===== src/hdl/lsdu_defs.vh =====
`ifndef LSDU_DEFS_VH
`define LSDU_DEFS_VH

// ----------------------------------------------------------------
// Register offsets (byte addresses on the plain register port)
// ----------------------------------------------------------------
`define LSDU_ADDR_W 8
`define LSDU_OFF_CFG 8'h00
`define LSDU_OFF_STAT 8'h04
`define LSDU_OFF_DATA 8'h08
`define LSDU_OFF_IRQEN 8'h0c
`define LSDU_OFF_BAUDHI 8'h10
`define LSDU_OFF_BAUDLO 8'h14

// ----------------------------------------------------------------
// Configuration register fields
// ----------------------------------------------------------------
`define LSDU_CFG_HALT 0
`define LSDU_CFG_HARDDIS 1
`define LSDU_CFG_TMREN 2
`define LSDU_CFG_RX_ENABLED_FLAG 3
`define LSDU_CFG_RXBUSY 4
`define LSDU_CFG_TXBUSY 5

// ----------------------------------------------------------------
// Status register fields
// ----------------------------------------------------------------
`define LSDU_ST_SYNC 0
`define LSDU_ST_RX_BUFFER_LOADED_FLAG 1
`define LSDU_ST_OVR 2
`define LSDU_ST_TXFREE 3
`define LSDU_ST_WRITE_COLLISION_FLAG 4
`define LSDU_ST_CONFL 5
`define LSDU_ST_PHY_TX_SHUTOFF_FLAG 6
`define LSDU_ST_IDLE 7

// ----------------------------------------------------------------
// Reset values
// ----------------------------------------------------------------
`define LSDU_RST_BAUD 16'h0100
`define LSDU_RST_IRQEN 8'h00
`define LSDU_RST_HARDDIS 1'b0
`define LSDU_RST_TMREN 1'b0

// ----------------------------------------------------------------
// Frame layout: receive start bit at index 0, data 1..8, stop bit at 9; transmit data 0..7
// ----------------------------------------------------------------
`define LSDU_RX_STOP_IDX 4'h9
`define LSDU_TX_LAST_IDX 3'h7

`endif


===== src/hdl/lsdu_top.v =====
`timescale 1ns/1ps
`include "lsdu_defs.vh"
// Contract
// - Break/sync loads baud, enables idle receiver, resets control, flags sync.
// - Sync strobe while receiving discards the partial byte silently.
// - Enabled idle receiver goes busy on a falling receive-line edge.
// - Data sampled at bit middles; receiver goes idle at stop-bit middle.
// - High stop stores byte if buffer empty, else drops it and flags overrun.
// - Low stop stores nothing and disables receiver until next sync.
// - After storing, receiver stays enabled and idle for further bytes.
// - Halt strobe clears enable and busy, resets control, self-clears.
// - A stopped receiver is re-enabled by the next sync strobe unless hard-disabled.
// - Hard-disable bit blocks re-enabling on sync detection.
// - Transmit buffer write clears receive flags and sets transmit busy.
// - Transmit-free clears on write, sets when byte moves to shifter.
// - Write to occupied buffer is dropped, sets collision, cleared by read.
// - Transmit high stop, low start, eight data bits, then release.
// - Continue if buffer holds a byte at byte end, else clear busy.
// - Bus conflicts stop transmit, empty buffer, set conflict flag.
// - Driven low but read high at bit end stops transmit, flags shutoff.
// - Sync strobe during transmit deactivates the transmitter.
// - After reset receiver not hard-disabled and idle timer disabled.
// - Sync strobe comes at stop-bit rising edge and updates baud.
// - Each byte is one low start, eight data, one high stop bit.
// - Enabled idle timer restarts on edges, interrupts after four seconds.
module lsdu_top (
	input wire ref_clk_in,
	input wire resetn_in,
	input wire [7:0] reg_addr_in,
	input wire [7:0] reg_wdata_in,
	input wire reg_wr_in,
	input wire reg_rd_in,
	output wire [7:0] reg_rdata_out,
	input wire sync_strobe_in,
	input wire [15:0] measured_baud_in,
	input wire idle_timeout_in,
	input wire rxd_in,
	output wire txd_out,
	output wire idle_timer_enable_out,
	output wire irq_out
);

	// ----------------------------------------------------------------
	// Declarations
	// ----------------------------------------------------------------
	localparam TX_IDLE = 4'b0001;
	localparam TX_STOP = 4'b0010;
	localparam TX_START = 4'b0100;
	localparam TX_DATA = 4'b1000;

	reg [7:0] rdata_q;
	reg [15:0] baud_q;
	reg [7:0] irqen_q;
	reg rx_hard_disable_q;
	reg idle_timer_enable_q;
	reg rx_enabled_flag_q;
	reg rx_busy_flag_q;
	reg [15:0] rx_cnt_q;
	reg [3:0] rx_idx_q;
	reg [7:0] rx_shift_q;
	reg [7:0] rx_buf_q;
	reg rx_prev_q;
	reg sync_seen_flag_q;
	reg rx_buffer_loaded_flag_q;
	reg rx_overrun_flag_q;
	reg idle_flag_q;
	reg tx_busy_flag_q;
	reg tx_buffer_free_flag_q;
	reg [7:0] tx_buf_q;
	reg write_collision_flag_q;
	reg conflict_flag_q;
	reg phy_tx_shutoff_flag_q;
	reg [3:0] tx_state_q;
	reg [15:0] tx_cnt_q;
	reg [2:0] tx_idx_q;
	reg [7:0] tx_shift_q;
	reg txd_q;
	reg irq_q;

	wire wr_cfg;
	wire wr_stat;
	wire wr_data;
	wire rd_stat;
	wire rd_data;
	wire rx_fall;
	wire rx_tick;
	wire rx_stop_tick;
	wire rx_store;
	wire rx_lost;
	wire rx_bad_stop;
	wire halt;
	wire tx_start_ok;
	wire tx_coll;
	wire tx_load;
	wire tx_bit_end;
	wire tx_mid;
	wire tx_off_err;
	wire tx_conf_err;
	wire tx_abort;
	wire tx_byte_end;
	wire [7:0] cfg_vec;
	wire [7:0] stat_vec;

	// Half a bit time, used to place receive samples at bit middles.
	function [15:0] half_bit;
		input [15:0] b;
		begin
			half_bit = {1'b0, b[15:1]};
		end
	endfunction

	// Address match for a strobed access.
	function hit;
		input strobe;
		input [7:0] a;
		input [7:0] off;
		begin
			hit = strobe && (a == off);
		end
	endfunction

	// ----------------------------------------------------------------
	// Register decode
	// ----------------------------------------------------------------
	// Strobed accesses, one per register and direction of interest.
	assign wr_cfg = hit(reg_wr_in, reg_addr_in, `LSDU_OFF_CFG);
	assign wr_stat = hit(reg_wr_in, reg_addr_in, `LSDU_OFF_STAT);
	assign wr_data = hit(reg_wr_in, reg_addr_in, `LSDU_OFF_DATA);
	assign rd_stat = hit(reg_rd_in, reg_addr_in, `LSDU_OFF_STAT);
	assign rd_data = hit(reg_rd_in, reg_addr_in, `LSDU_OFF_DATA);
	assign halt = wr_cfg && reg_wdata_in[`LSDU_CFG_HALT];

	assign cfg_vec = {2'b00, tx_busy_flag_q, rx_busy_flag_q,
		rx_enabled_flag_q, idle_timer_enable_q, rx_hard_disable_q, 1'b0};
	assign stat_vec = {idle_flag_q, phy_tx_shutoff_flag_q, conflict_flag_q,
		write_collision_flag_q, tx_buffer_free_flag_q, rx_overrun_flag_q,
		rx_buffer_loaded_flag_q, sync_seen_flag_q};

	// ----------------------------------------------------------------
	// Receive datapath decode
	// ----------------------------------------------------------------
	// A falling edge on the receive line starts a byte.
	assign rx_fall = rx_prev_q && !rxd_in;
	assign rx_tick = rx_busy_flag_q && (rx_cnt_q == 16'h0000);
	assign rx_stop_tick = rx_tick && (rx_idx_q == `LSDU_RX_STOP_IDX);
	assign rx_store = rx_stop_tick && rxd_in && !rx_buffer_loaded_flag_q;
	assign rx_lost = rx_stop_tick && rxd_in && rx_buffer_loaded_flag_q;
	assign rx_bad_stop = rx_stop_tick && !rxd_in;

	// ----------------------------------------------------------------
	// Transmit datapath decode
	// ----------------------------------------------------------------
	// A write is taken only into a free buffer; otherwise it collides.
	assign tx_start_ok = wr_data && tx_buffer_free_flag_q;
	assign tx_coll = wr_data && !tx_buffer_free_flag_q;
	assign tx_bit_end = !tx_state_q[0] && (tx_cnt_q == 16'h0000);
	assign tx_mid = tx_state_q[3] && (tx_cnt_q == half_bit(baud_q));
	assign tx_byte_end = tx_bit_end && tx_state_q[3] &&
		(tx_idx_q == `LSDU_TX_LAST_IDX);
	assign tx_load = !tx_buffer_free_flag_q && tx_busy_flag_q &&
		(tx_state_q[0] || tx_byte_end);
	// Driven low but read back high means the physical layer shut off.
	assign tx_off_err = tx_bit_end && !txd_q && rxd_in;
	// Recessive driven but dominant seen, or a write while receiving: another node is on the bus.
	assign tx_conf_err = (tx_state_q[1] && rx_fall) ||
		(tx_mid && txd_q && !rxd_in) ||
		(tx_start_ok && !tx_busy_flag_q && rx_busy_flag_q);
	assign tx_abort = tx_off_err || tx_conf_err;

	// ----------------------------------------------------------------
	// Configuration and baud registers
	// ----------------------------------------------------------------
	// Software settings; baud is also loaded by each sync strobe.
	always @(posedge ref_clk_in or negedge resetn_in) begin
		if (!resetn_in) begin
			baud_q <= `LSDU_RST_BAUD;
			irqen_q <= `LSDU_RST_IRQEN;
			rx_hard_disable_q <= `LSDU_RST_HARDDIS;
			idle_timer_enable_q <= `LSDU_RST_TMREN;
		end else begin
			if (wr_cfg) begin
				rx_hard_disable_q <= reg_wdata_in[`LSDU_CFG_HARDDIS];
				idle_timer_enable_q <= reg_wdata_in[`LSDU_CFG_TMREN];
			end
			if (hit(reg_wr_in, reg_addr_in, `LSDU_OFF_IRQEN)) begin
				irqen_q <= reg_wdata_in;
			end
			if (sync_strobe_in) begin
				baud_q <= measured_baud_in;
			end else if (hit(reg_wr_in, reg_addr_in, `LSDU_OFF_BAUDHI)) begin
				baud_q <= {reg_wdata_in, baud_q[7:0]};
			end else if (hit(reg_wr_in, reg_addr_in, `LSDU_OFF_BAUDLO)) begin
				baud_q <= {baud_q[15:8], reg_wdata_in};
			end
		end
	end

	// ----------------------------------------------------------------
	// Receive control
	// ----------------------------------------------------------------
	// Enable and busy flags, bit timer and shift register.
	always @(posedge ref_clk_in or negedge resetn_in) begin
		if (!resetn_in) begin
			rx_enabled_flag_q <= 1'b0;
			rx_busy_flag_q <= 1'b0;
			rx_cnt_q <= 16'h0000;
			rx_idx_q <= 4'h0;
			rx_shift_q <= 8'h00;
			rx_prev_q <= 1'b1;
		end else begin
			rx_prev_q <= rxd_in;
			if (sync_strobe_in) begin
				// Partial byte is dropped without a flag.
				rx_enabled_flag_q <= !rx_hard_disable_q;
				rx_busy_flag_q <= 1'b0;
				rx_idx_q <= 4'h0;
			end else if (halt || tx_start_ok) begin
				rx_enabled_flag_q <= 1'b0;
				rx_busy_flag_q <= 1'b0;
				rx_idx_q <= 4'h0;
			end else if (rx_enabled_flag_q && !rx_busy_flag_q) begin
				if (rx_fall) begin
					rx_busy_flag_q <= 1'b1;
					rx_cnt_q <= half_bit(baud_q);
					rx_idx_q <= 4'h0;
				end
			end else if (rx_busy_flag_q) begin
				if (rx_tick) begin
					rx_cnt_q <= baud_q - 16'h0001;
					rx_idx_q <= rx_idx_q + 4'h1;
					if (rx_idx_q != 4'h0 && !rx_stop_tick) begin
						rx_shift_q <= {rxd_in, rx_shift_q[7:1]};
					end
					if (rx_stop_tick) begin
						rx_busy_flag_q <= 1'b0;
						rx_enabled_flag_q <= rxd_in;
					end
				end else begin
					rx_cnt_q <= rx_cnt_q - 16'h0001;
				end
			end
		end
	end

	// ----------------------------------------------------------------
	// Receive buffer and receive status flags
	// ----------------------------------------------------------------
	// Hardware sets win over software clears.
	always @(posedge ref_clk_in or negedge resetn_in) begin
		if (!resetn_in) begin
			rx_buf_q <= 8'h00;
			rx_buffer_loaded_flag_q <= 1'b0;
			rx_overrun_flag_q <= 1'b0;
			sync_seen_flag_q <= 1'b0;
			idle_flag_q <= 1'b0;
		end else begin
			if (rx_store) begin
				rx_buf_q <= rx_shift_q;
				rx_buffer_loaded_flag_q <= 1'b1;
			end else if (rd_data) begin
				rx_buffer_loaded_flag_q <= 1'b0;
			end
			if (rx_lost) begin
				rx_overrun_flag_q <= 1'b1;
			end else if (rd_stat) begin
				rx_overrun_flag_q <= 1'b0;
			end
			if (sync_strobe_in) begin
				sync_seen_flag_q <= 1'b1;
			end else if (wr_stat && reg_wdata_in[`LSDU_ST_SYNC]) begin
				sync_seen_flag_q <= 1'b0;
			end
			if (idle_timeout_in && idle_timer_enable_q) begin
				idle_flag_q <= 1'b1;
			end else if (wr_stat && reg_wdata_in[`LSDU_ST_IDLE]) begin
				idle_flag_q <= 1'b0;
			end
		end
	end

	// ----------------------------------------------------------------
	// Transmit buffer and transmit status flags
	// ----------------------------------------------------------------
	// Buffer state, busy flag and error flags.
	always @(posedge ref_clk_in or negedge resetn_in) begin
		if (!resetn_in) begin
			tx_buf_q <= 8'h00;
			tx_buffer_free_flag_q <= 1'b1;
			tx_busy_flag_q <= 1'b0;
			write_collision_flag_q <= 1'b0;
			conflict_flag_q <= 1'b0;
			phy_tx_shutoff_flag_q <= 1'b0;
		end else begin
			if (tx_start_ok) begin
				tx_buf_q <= reg_wdata_in;
			end
			if (tx_abort) begin
				tx_buffer_free_flag_q <= 1'b1;
			end else if (tx_start_ok) begin
				tx_buffer_free_flag_q <= 1'b0;
			end else if (tx_load) begin
				tx_buffer_free_flag_q <= 1'b1;
			end
			if (tx_abort || sync_strobe_in) begin
				tx_busy_flag_q <= 1'b0;
			end else if (tx_start_ok) begin
				tx_busy_flag_q <= 1'b1;
			end else if (tx_byte_end && !tx_load) begin
				tx_busy_flag_q <= 1'b0;
			end
			if (tx_coll) begin
				write_collision_flag_q <= 1'b1;
			end else if (rd_stat) begin
				write_collision_flag_q <= 1'b0;
			end
			if (tx_conf_err) begin
				conflict_flag_q <= 1'b1;
			end else if (wr_stat && reg_wdata_in[`LSDU_ST_CONFL]) begin
				conflict_flag_q <= 1'b0;
			end
			if (tx_off_err) begin
				phy_tx_shutoff_flag_q <= 1'b1;
			end else if (wr_stat && reg_wdata_in[`LSDU_ST_PHY_TX_SHUTOFF_FLAG]) begin
				phy_tx_shutoff_flag_q <= 1'b0;
			end
		end
	end

	// ----------------------------------------------------------------
	// Transmit shifter
	// ----------------------------------------------------------------
	// Leading stop bit, start bit, eight data bits LSB first.
	always @(posedge ref_clk_in or negedge resetn_in) begin
		if (!resetn_in) begin
			tx_state_q <= TX_IDLE;
			tx_cnt_q <= 16'h0000;
			tx_idx_q <= 3'h0;
			tx_shift_q <= 8'h00;
			txd_q <= 1'b1;
		end else if (tx_abort || sync_strobe_in) begin
			tx_state_q <= TX_IDLE;
			txd_q <= 1'b1;
		end else if (tx_load) begin
			tx_state_q <= TX_STOP;
			tx_shift_q <= tx_buf_q;
			tx_cnt_q <= baud_q - 16'h0001;
			tx_idx_q <= 3'h0;
			txd_q <= 1'b1;
		end else if (!tx_bit_end) begin
			if (!tx_state_q[0]) begin
				tx_cnt_q <= tx_cnt_q - 16'h0001;
			end
		end else begin
			tx_cnt_q <= baud_q - 16'h0001;
			case (tx_state_q)
				TX_STOP: begin
					tx_state_q <= TX_START;
					txd_q <= 1'b0;
				end
				TX_START: begin
					tx_state_q <= TX_DATA;
					txd_q <= tx_shift_q[0];
				end
				TX_DATA: begin
					if (tx_idx_q == `LSDU_TX_LAST_IDX) begin
						tx_state_q <= TX_IDLE;
						txd_q <= 1'b1;
					end else begin
						tx_idx_q <= tx_idx_q + 3'h1;
						tx_shift_q <= {1'b0, tx_shift_q[7:1]};
						txd_q <= tx_shift_q[1];
					end
				end
				default: begin
					tx_state_q <= TX_IDLE;
					txd_q <= 1'b1;
				end
			endcase
		end
	end

	// ----------------------------------------------------------------
	// Read data and interrupt request
	// ----------------------------------------------------------------
	// Read data stands one cycle after the read strobe; unmapped reads 0.
	always @(posedge ref_clk_in or negedge resetn_in) begin
		if (!resetn_in) begin
			rdata_q <= 8'h00;
			irq_q <= 1'b0;
		end else begin
			irq_q <= |(stat_vec & irqen_q);
			if (reg_rd_in) begin
				case (reg_addr_in)
					`LSDU_OFF_CFG: rdata_q <= cfg_vec;
					`LSDU_OFF_STAT: rdata_q <= stat_vec;
					`LSDU_OFF_DATA: rdata_q <= rx_buf_q;
					`LSDU_OFF_IRQEN: rdata_q <= irqen_q;
					`LSDU_OFF_BAUDHI: rdata_q <= baud_q[15:8];
					`LSDU_OFF_BAUDLO: rdata_q <= baud_q[7:0];
					default: rdata_q <= 8'h00;
				endcase
			end else begin
				rdata_q <= 8'h00;
			end
		end
	end

	assign reg_rdata_out = rdata_q;
	assign txd_out = txd_q;
	assign idle_timer_enable_out = idle_timer_enable_q;
	assign irq_out = irq_q;

endmodule


===== config.mk =====
export PLATFORM = sky130hd
export DESIGN_NAME = lsdu_top
export DESIGN_NICKNAME = d
export VERILOG_FILES = /design/src/hdl/lsdu_top.v
export VERILOG_INCLUDE_DIRS = /design/src /design/src/hdl
export SDC_FILE = /design/constraint.sdc
export NUM_CORES = 1
export LEC_CHECK = 0
export ABC_AREA = 1
export BUFFER_PORTS_ARGS = -buffer_cell sky130_fd_sc_hd__buf_2
export CAP_MARGIN = 5
export CORE_UTILIZATION = 66
export CTS_CLUSTER_DIAMETER = 150
export DETAILED_ROUTE_END_ITERATION = 10
export GPL_TIMING_DRIVEN = 0
export PLACE_DENSITY = 0.92
export SLEW_MARGIN = 20
export SYNTH_ARGS = -nofsm -noshare
export SYNTH_HDL_FRONTEND = slang
export SYNTH_SLANG_ARGS = --single-unit

===== constraint.sdc =====
create_clock -name ref_clk_in -period 2.85 [get_ports ref_clk_in]
set_clock_uncertainty 0.05 [all_clocks]
set_input_delay 0.1425 -clock ref_clk_in [delete_from_list [all_inputs] [get_ports ref_clk_in]]
set_output_delay 0.1425 -clock ref_clk_in [all_outputs]
set_load 0.02 [all_outputs]

Word level (Yosys, flattened, before mapping)
Cells that the tools add are included.

storage, ports and cells
  register bits = 123
  memories kept = 0
  input port bits = 39
  RAM bits = 0
  word-level logic and storage cells = 212
  memory bits (read-only) = 0
  output and inout bits = 11
  latch bits = 0

cells by class
  divide/modulo/power cells = 0
  add/subtract/negate cells = 5
  multipliers = 0
  reduce and logical (&&, ||, !) cells = 87
  shift operators = 0
  magnitude comparators = 0
  multiplexer cells = 68
  bitwise gates (word level) = 5
  equal/unequal tests = 18

operator list
  kind                                                 count
  two-way mux 16 bit                                   9
  two-way mux 8 bit                                    6
  case mux 8 bit (6 select lines)                      1
  subtractor 16 x 1 -> 16 bit, second input constant   3
  two-way mux 4 bit                                    10
  logical AND 1 bit                                    38
  two-way mux 1 bit                                    36
  zero test 16 bit                                     2
  nonzero test 2 bit                                   12
  nonzero test 3 bit                                   6
  equality test 16 x 15 -> 1 bit                       1
  equality test 8 x 4 -> 1 bit, second input constant  2
  equality test 8 x 5 -> 1 bit, second input constant  2
  two-way mux 3 bit                                    4
  case mux 4 bit (3 select lines)                      1
  AND reduction 4 bit                                  3
  nonzero test 4 bit                                   3
  zero test 1 bit                                      10
  bitwise AND 8 bit                                    1
  equality test 4 bit, second input constant           2
  equality test 8 x 3 -> 1 bit, second input constant  1
  zero test 8 bit                                      1
  inequality test 4 bit, second input constant         2
  OR reduction 8 bit                                   1
  other kinds (14)                                     26

Depth between registers and ports, before layout
  depth after elaboration = 11
  depth in mapped cells = 14
  gate-level depth less buffers = 13

Least setup slack after synthesis
Ideal clock, no wire load.

  kind = reg2reg
  start point = register rx_cnt_q[0]
  end point = register rx_cnt_q[11]
  setup time = 0.124 ns
  arrival time = 1.639 ns
  slack = 1.037 ns
  buffers on the path = 1
  data required time = 2.676 ns
  period minus slack after synthesis = 1.813 ns
  cell stages (with the launch flop) = 13
  cell sequence = dfrtp_1 > inv_1 > ha_1 > nand2_2 > nor2_4 > nand3_4 > inv_2 > nand3_2 > inv_2 > buf_6 > nand3_1 > nand3_1 > nand3_1

on the way
  cells in the longest elaborated chain, start to end = 5
  elaborated cells on any way between the ends = 6
  classes of those cells = add/sub: 1; mux: 3; reduce/logical: 2

ends and longest elaborated chain
  element                                                                              line            text
  start: declaration                                                                   lsdu_top.v:58   reg [15:0] rx_cnt_q;
  start signal: assignment                                                             lsdu_top.v:224  rx_cnt_q <= half_bit(baud_q);
  start signal: assignment                                                             lsdu_top.v:229  rx_cnt_q <= baud_q - 16'h0001;
  start signal: assignment                                                             lsdu_top.v:239  rx_cnt_q <= rx_cnt_q - 16'h0001;
  parallel branches: the longest is 2 deep, another holds subtractor 16 x 1 -> 16 bit  --
  two-way mux 16 bit *                                                                 lsdu_top.v:228  if (rx_tick) begin
  two-way mux 16 bit *                                                                 lsdu_top.v:227  end else if (rx_busy_flag_q) begin
  two-way mux 16 bit *                                                                 lsdu_top.v:221  end else if (rx_enabled_flag_q && !rx_busy_flag_q) begin

Mark *: on every way between the ends. The select of a mux whose other input is x is not followed.
A chain may end at the register's enable or synchronous reset.

Worst setup path after layout
  start point = register baud_q[1]
  end point = register rx_cnt_q[6]

on the way
  cells in the longest elaborated chain, start to end = 4

ends and longest elaborated chain
  element                      line            text
  start: declaration           lsdu_top.v:52   reg [15:0] baud_q;
  start signal: assignment     lsdu_top.v:176  baud_q <= `LSDU_RST_BAUD;
  start signal: assignment     lsdu_top.v:189  baud_q <= measured_baud_in;
  start signal: assignment     lsdu_top.v:191  baud_q <= {reg_wdata_in, baud_q[7:0]};
  subtractor 16 x 1 -> 16 bit  lsdu_top.v:229
  two-way mux 16 bit           lsdu_top.v:228
  two-way mux 16 bit           lsdu_top.v:227
  two-way mux 16 bit           lsdu_top.v:221

Every way passes these cells. The select of a mux whose other input is x is not followed.

==> results.py <==
metrics = {
    "status": {
        "status": "complete, no violations",
    },
    "clock_tree": {
        "htreeDepth": 4,
        "clk_pin_slew_worst_paths_ns": 0.06,
        "clk_root_buffer_cell": "clkbuf_16",
        "clock_latency_ns": 0.43,
        "cts_tree": "done",
        "cts_made_buffers": 17,
        "cts_setup_buffers": 0,
        "clockBufferDepth": 2,
        "cts_sinks": 123,
    },
    "die": {
        "core_sq_um": 11030,
        "start_util_pct": 68.69,
        "dieWidth_microns": 109.2,
        "rows": 38,
        "fp.dieH_microns": 109.2,
        "dieArea_sq_um": 11910,
        "ios": 50,
    },
    "logic_synthesis": {
        "synth_top_cell_by_area": "dfrtp_1",
        "synthArstFlopShare_pct": 100.0,
        "synth_top_flop_cell": "dfrtp_1",
        "ys_seq_area_share_pct": 40.70,
        "synth-edff-count": 0,
        "syn-num-nets": 1048,
        "avgSynthCellArea_sq_um": 7.577,
        "ys_types": 52,
        "yosys.area.top_type_share_pct": 38.97,
        "ys_top_cells_by_area": "dfrtp_1 (39%), nand2_1 (15%), inv_1 (5.3%)",
        "ys_warn_count": 0,
        "syn_area_sq_um": 7577,
        "synthCells": 1000,
        "ys_ff_latch": 123,
    },
    "cells_and_area": {
        "drive_gt1_share_pct": 15.67,
        "nets": 1139,
        "antenna-diode-count": 0,
        "final_area_sq_um": 8813,
        "area_growth_pct": 16.31,
    },
    "drt": {
        "drc_errors": 0,
        "num_vias": 7576,
        "drt-vias-per-instance": 6.090,
        "drtAntennaViolNets": 0,
        "initialDrtViolationCount": 1074,
        "wl_per_cell_microns": 19.06,
        "first_pass_iters": 6,
        "routed_wl_mm": 23.71,
    },
    "place": {
        "placed_area_sq_um": 8031,
        "place.gp.congestion": 1.035,
        "hpwl_mm": 16.43,
        "port_buffers": 49,
        "dp_slack_ns": 0.5529,
    },
    "flow_run": {
        "drv_cap": 0,
    },
    "timing": {
        "fmax_ghz": 0.4018,
        "setup_viol": 0,
        "hold_viol": 0,
        "fin_crit_sh_pct": 87.33,
        "tightestPinTransition_ns": 0.5937,
        "period_minus_slack_ns": 2.489,
        "relSlewSlack_pct": 60.42,
        "whs_ns": 0.02464,
        "worst_slack_ns": 0.3611,
        "maxSlewViolCount": 0,
        "fin_tns_setup_ns": 0,
        "rsz0062_at_grt": "no",
    },
    "global_routing": {
        "grt.overflow.total": 0,
        "grt_max_degree": 64,
        "grt_antenna_before_repair": 0,
        "grt_usage_pct": 42.54,
        "first_global_vias": 7083,
        "grt_pass1_wl_mm": 37.09,
    },
    "pwr": {
        "ir_drop_mv": 0.5092,
        "p_leak_nw": 4.387,
        "power.total_mw": 6.214,
        "powerDensity_nw_per_um2": 705.1,
    },
    "worst_setup_path": {
        "critPathRequiredTime_ns": 3.12,
        "max_stage_delay_ns": 0.44,
        "critical_path_class": "flip-flop to flip-flop",
        "cp-end-kind": "flip-flop",
        "cp_slowest_cell": "xor2_1",
        "path_max_fanout": 5,
        "cp-start-kind": "flip-flop",
        "critical_path.cell_chain": "inv_1 -> ha_1 -> nand3_1 -> nor2_1 -> xor2_1 -> nand2_1 -> nand3_1 -> o21ai_0 -> nand2_1 -> o21ai_2",
        "cp.arrival_ns": 2.75,
    },
    "min_path": {
        "min_path_type": "input pin to flip-flop",
    },
}
-- per-layer routing --
layer / global-route usage [%] / wire length, microns
met3: 9.085 / 2539
met4: 24.81 / 1351
met1: 55.36 / 9148
met2: 65.54 / 10670
met5: 0 / 0
-- cell type report --
cell class	count	area, sq um
inverter	117	441.7
timing repair buffer	72	499.2
buffer	23	166.4
clock buffer	20	446.7
sequential	123	3084
tap	140	175.2
clock inverter	12	115.1
multi-input combinational	737	3885
fill	722	2217
-- flip-flops by register name, summed over array words and instances (netlist names), 3 cells and up --
signal         count
rx_idx_q           4
tx_cnt_q          16
tx_buf_q           8
rx_shift_q         8
tx_state_q         4
tx_shift_q         8
rx_buf_q           8
rx_cnt_q          16
tx_idx_q           3
baud_q            16
reg_rdata_out      8
irqen_q            8
-- per-stage QoR --
stage | std cells | utilization (%)
detailed placement | 1190 | 72.81
finish | 1244 | 79.90
global route | 1244 | 79.90
global placement | 1189 | 72.50
floorplan | 1000 | -
CTS | 1244 | 79.90
-- timing repair --
item	4_1_cts	5_1_grt
endpoints found under the hold margin	79	0
hold buffers	22	0
resized for setup	0	0
-- synth_stat cells (all sizes together) (3+ instances only) --
cell type / n
dfrtp: 118
o221ai: 15
xnor2: 4
nor2: 114
nand4: 22
a21oi: 23
buf: 19
a22o: 4
clkbuf: 4
nor3: 14
o211ai: 5
o22ai: 12
nand2: 316
xor2: 29
inv: 117
nor4: 3
nand3: 62
a211oi: 4
a31oi: 3
o21a: 3
ha: 9
mux2i: 5
dfstp: 5
o21ai: 79
-- worst paths after layout --
path | start | endpoint | slack, ns | depth (start not counted)
setup / recovery | baud_q[1] | rx_cnt_q[6] | 0.36 | 10
hold / removal | reg_addr_in[1] | reg_rdata_out[3] | 0.02 | 4
setup reg to reg | baud_q[1] | rx_cnt_q[6] | 0.36 | 10
hold reg to reg | tx_shift_q[2] | tx_shift_q[2] | 0.43 | 2
max in group asynchronous | resetn_in | baud_q[8] | 1.79 | 3
min in group asynchronous | resetn_in | tx_cnt_q[2] | 0.20 | 2
-- layout by cell type (no fill, tap or decap), types with 3 or more instances in the layout --
cell	Yosys	layout
a211oi_1	4	4
a21oi_1	23	23
a22o_1	4	4
a31oi_1	3	3
buf_2	7	55
buf_4	5	5
buf_6	7	8
clkbuf_1	4	6
clkbuf_16	0	17
clkinv_4	0	3
clkinvlp_4	0	3
dfrtp_1	118	118
dfstp_2	5	5
dlygate4sd3_1	0	22
ha_1	9	9
inv_1	107	107
inv_2	9	9
inv_6	0	3
mux2i_1	5	5
nand2_1	304	304
nand2_2	7	7
nand2_4	5	5
nand3_1	55	55
nand3_2	5	5
nand4_1	20	20
nor2_1	100	100
nor2_2	4	4
nor2_4	9	9
nor3_1	10	10
nor3_2	3	3
o211ai_1	4	4
o21a_1	3	3
o21ai_0	49	49
o21ai_1	15	15
o21ai_2	14	14
o221ai_1	15	15
o22ai_1	12	12
xnor2_1	4	4
xor2_1	29	29
-- logic make-up (layout without fill, tap and decap cells) --
logic type | Yosys count | in the layout | share of synthesized area, %
DFF | 123 | 123 | 40.70
and+or+nand+nor | 537 | 537 | 32.50
AOI/OAI and AO/OA | 153 | 153 | 12.81
xor gates and xnor gates | 33 | 33 | 3.814
muxes | 5 | 5 | 0.6605
adders and majority gates | 9 | 9 | 1.486
buffers and inverters | 140 | 244 | 8.025
-- power by group --
group	switching [mW]	internal [mW]	leakage, nW
combinational	1.17	0.662	2.52
clock	0.857	1.23	0.267
sequential	0.313	1.98	1.60
total	2.34	3.87	4.39
-- critical path: cells and delay by family (launching register included) --
family / cells / cell delay [ns]
simple gates: 5 / 0.74
compound gates: 2 / 0.16
buf+inv: 1 / 0.31
fa+ha+maj: 1 / 0.26
xor+xnor: 1 / 0.44
flops: 1 / 0.42
(Power assumes the default switching activity.)
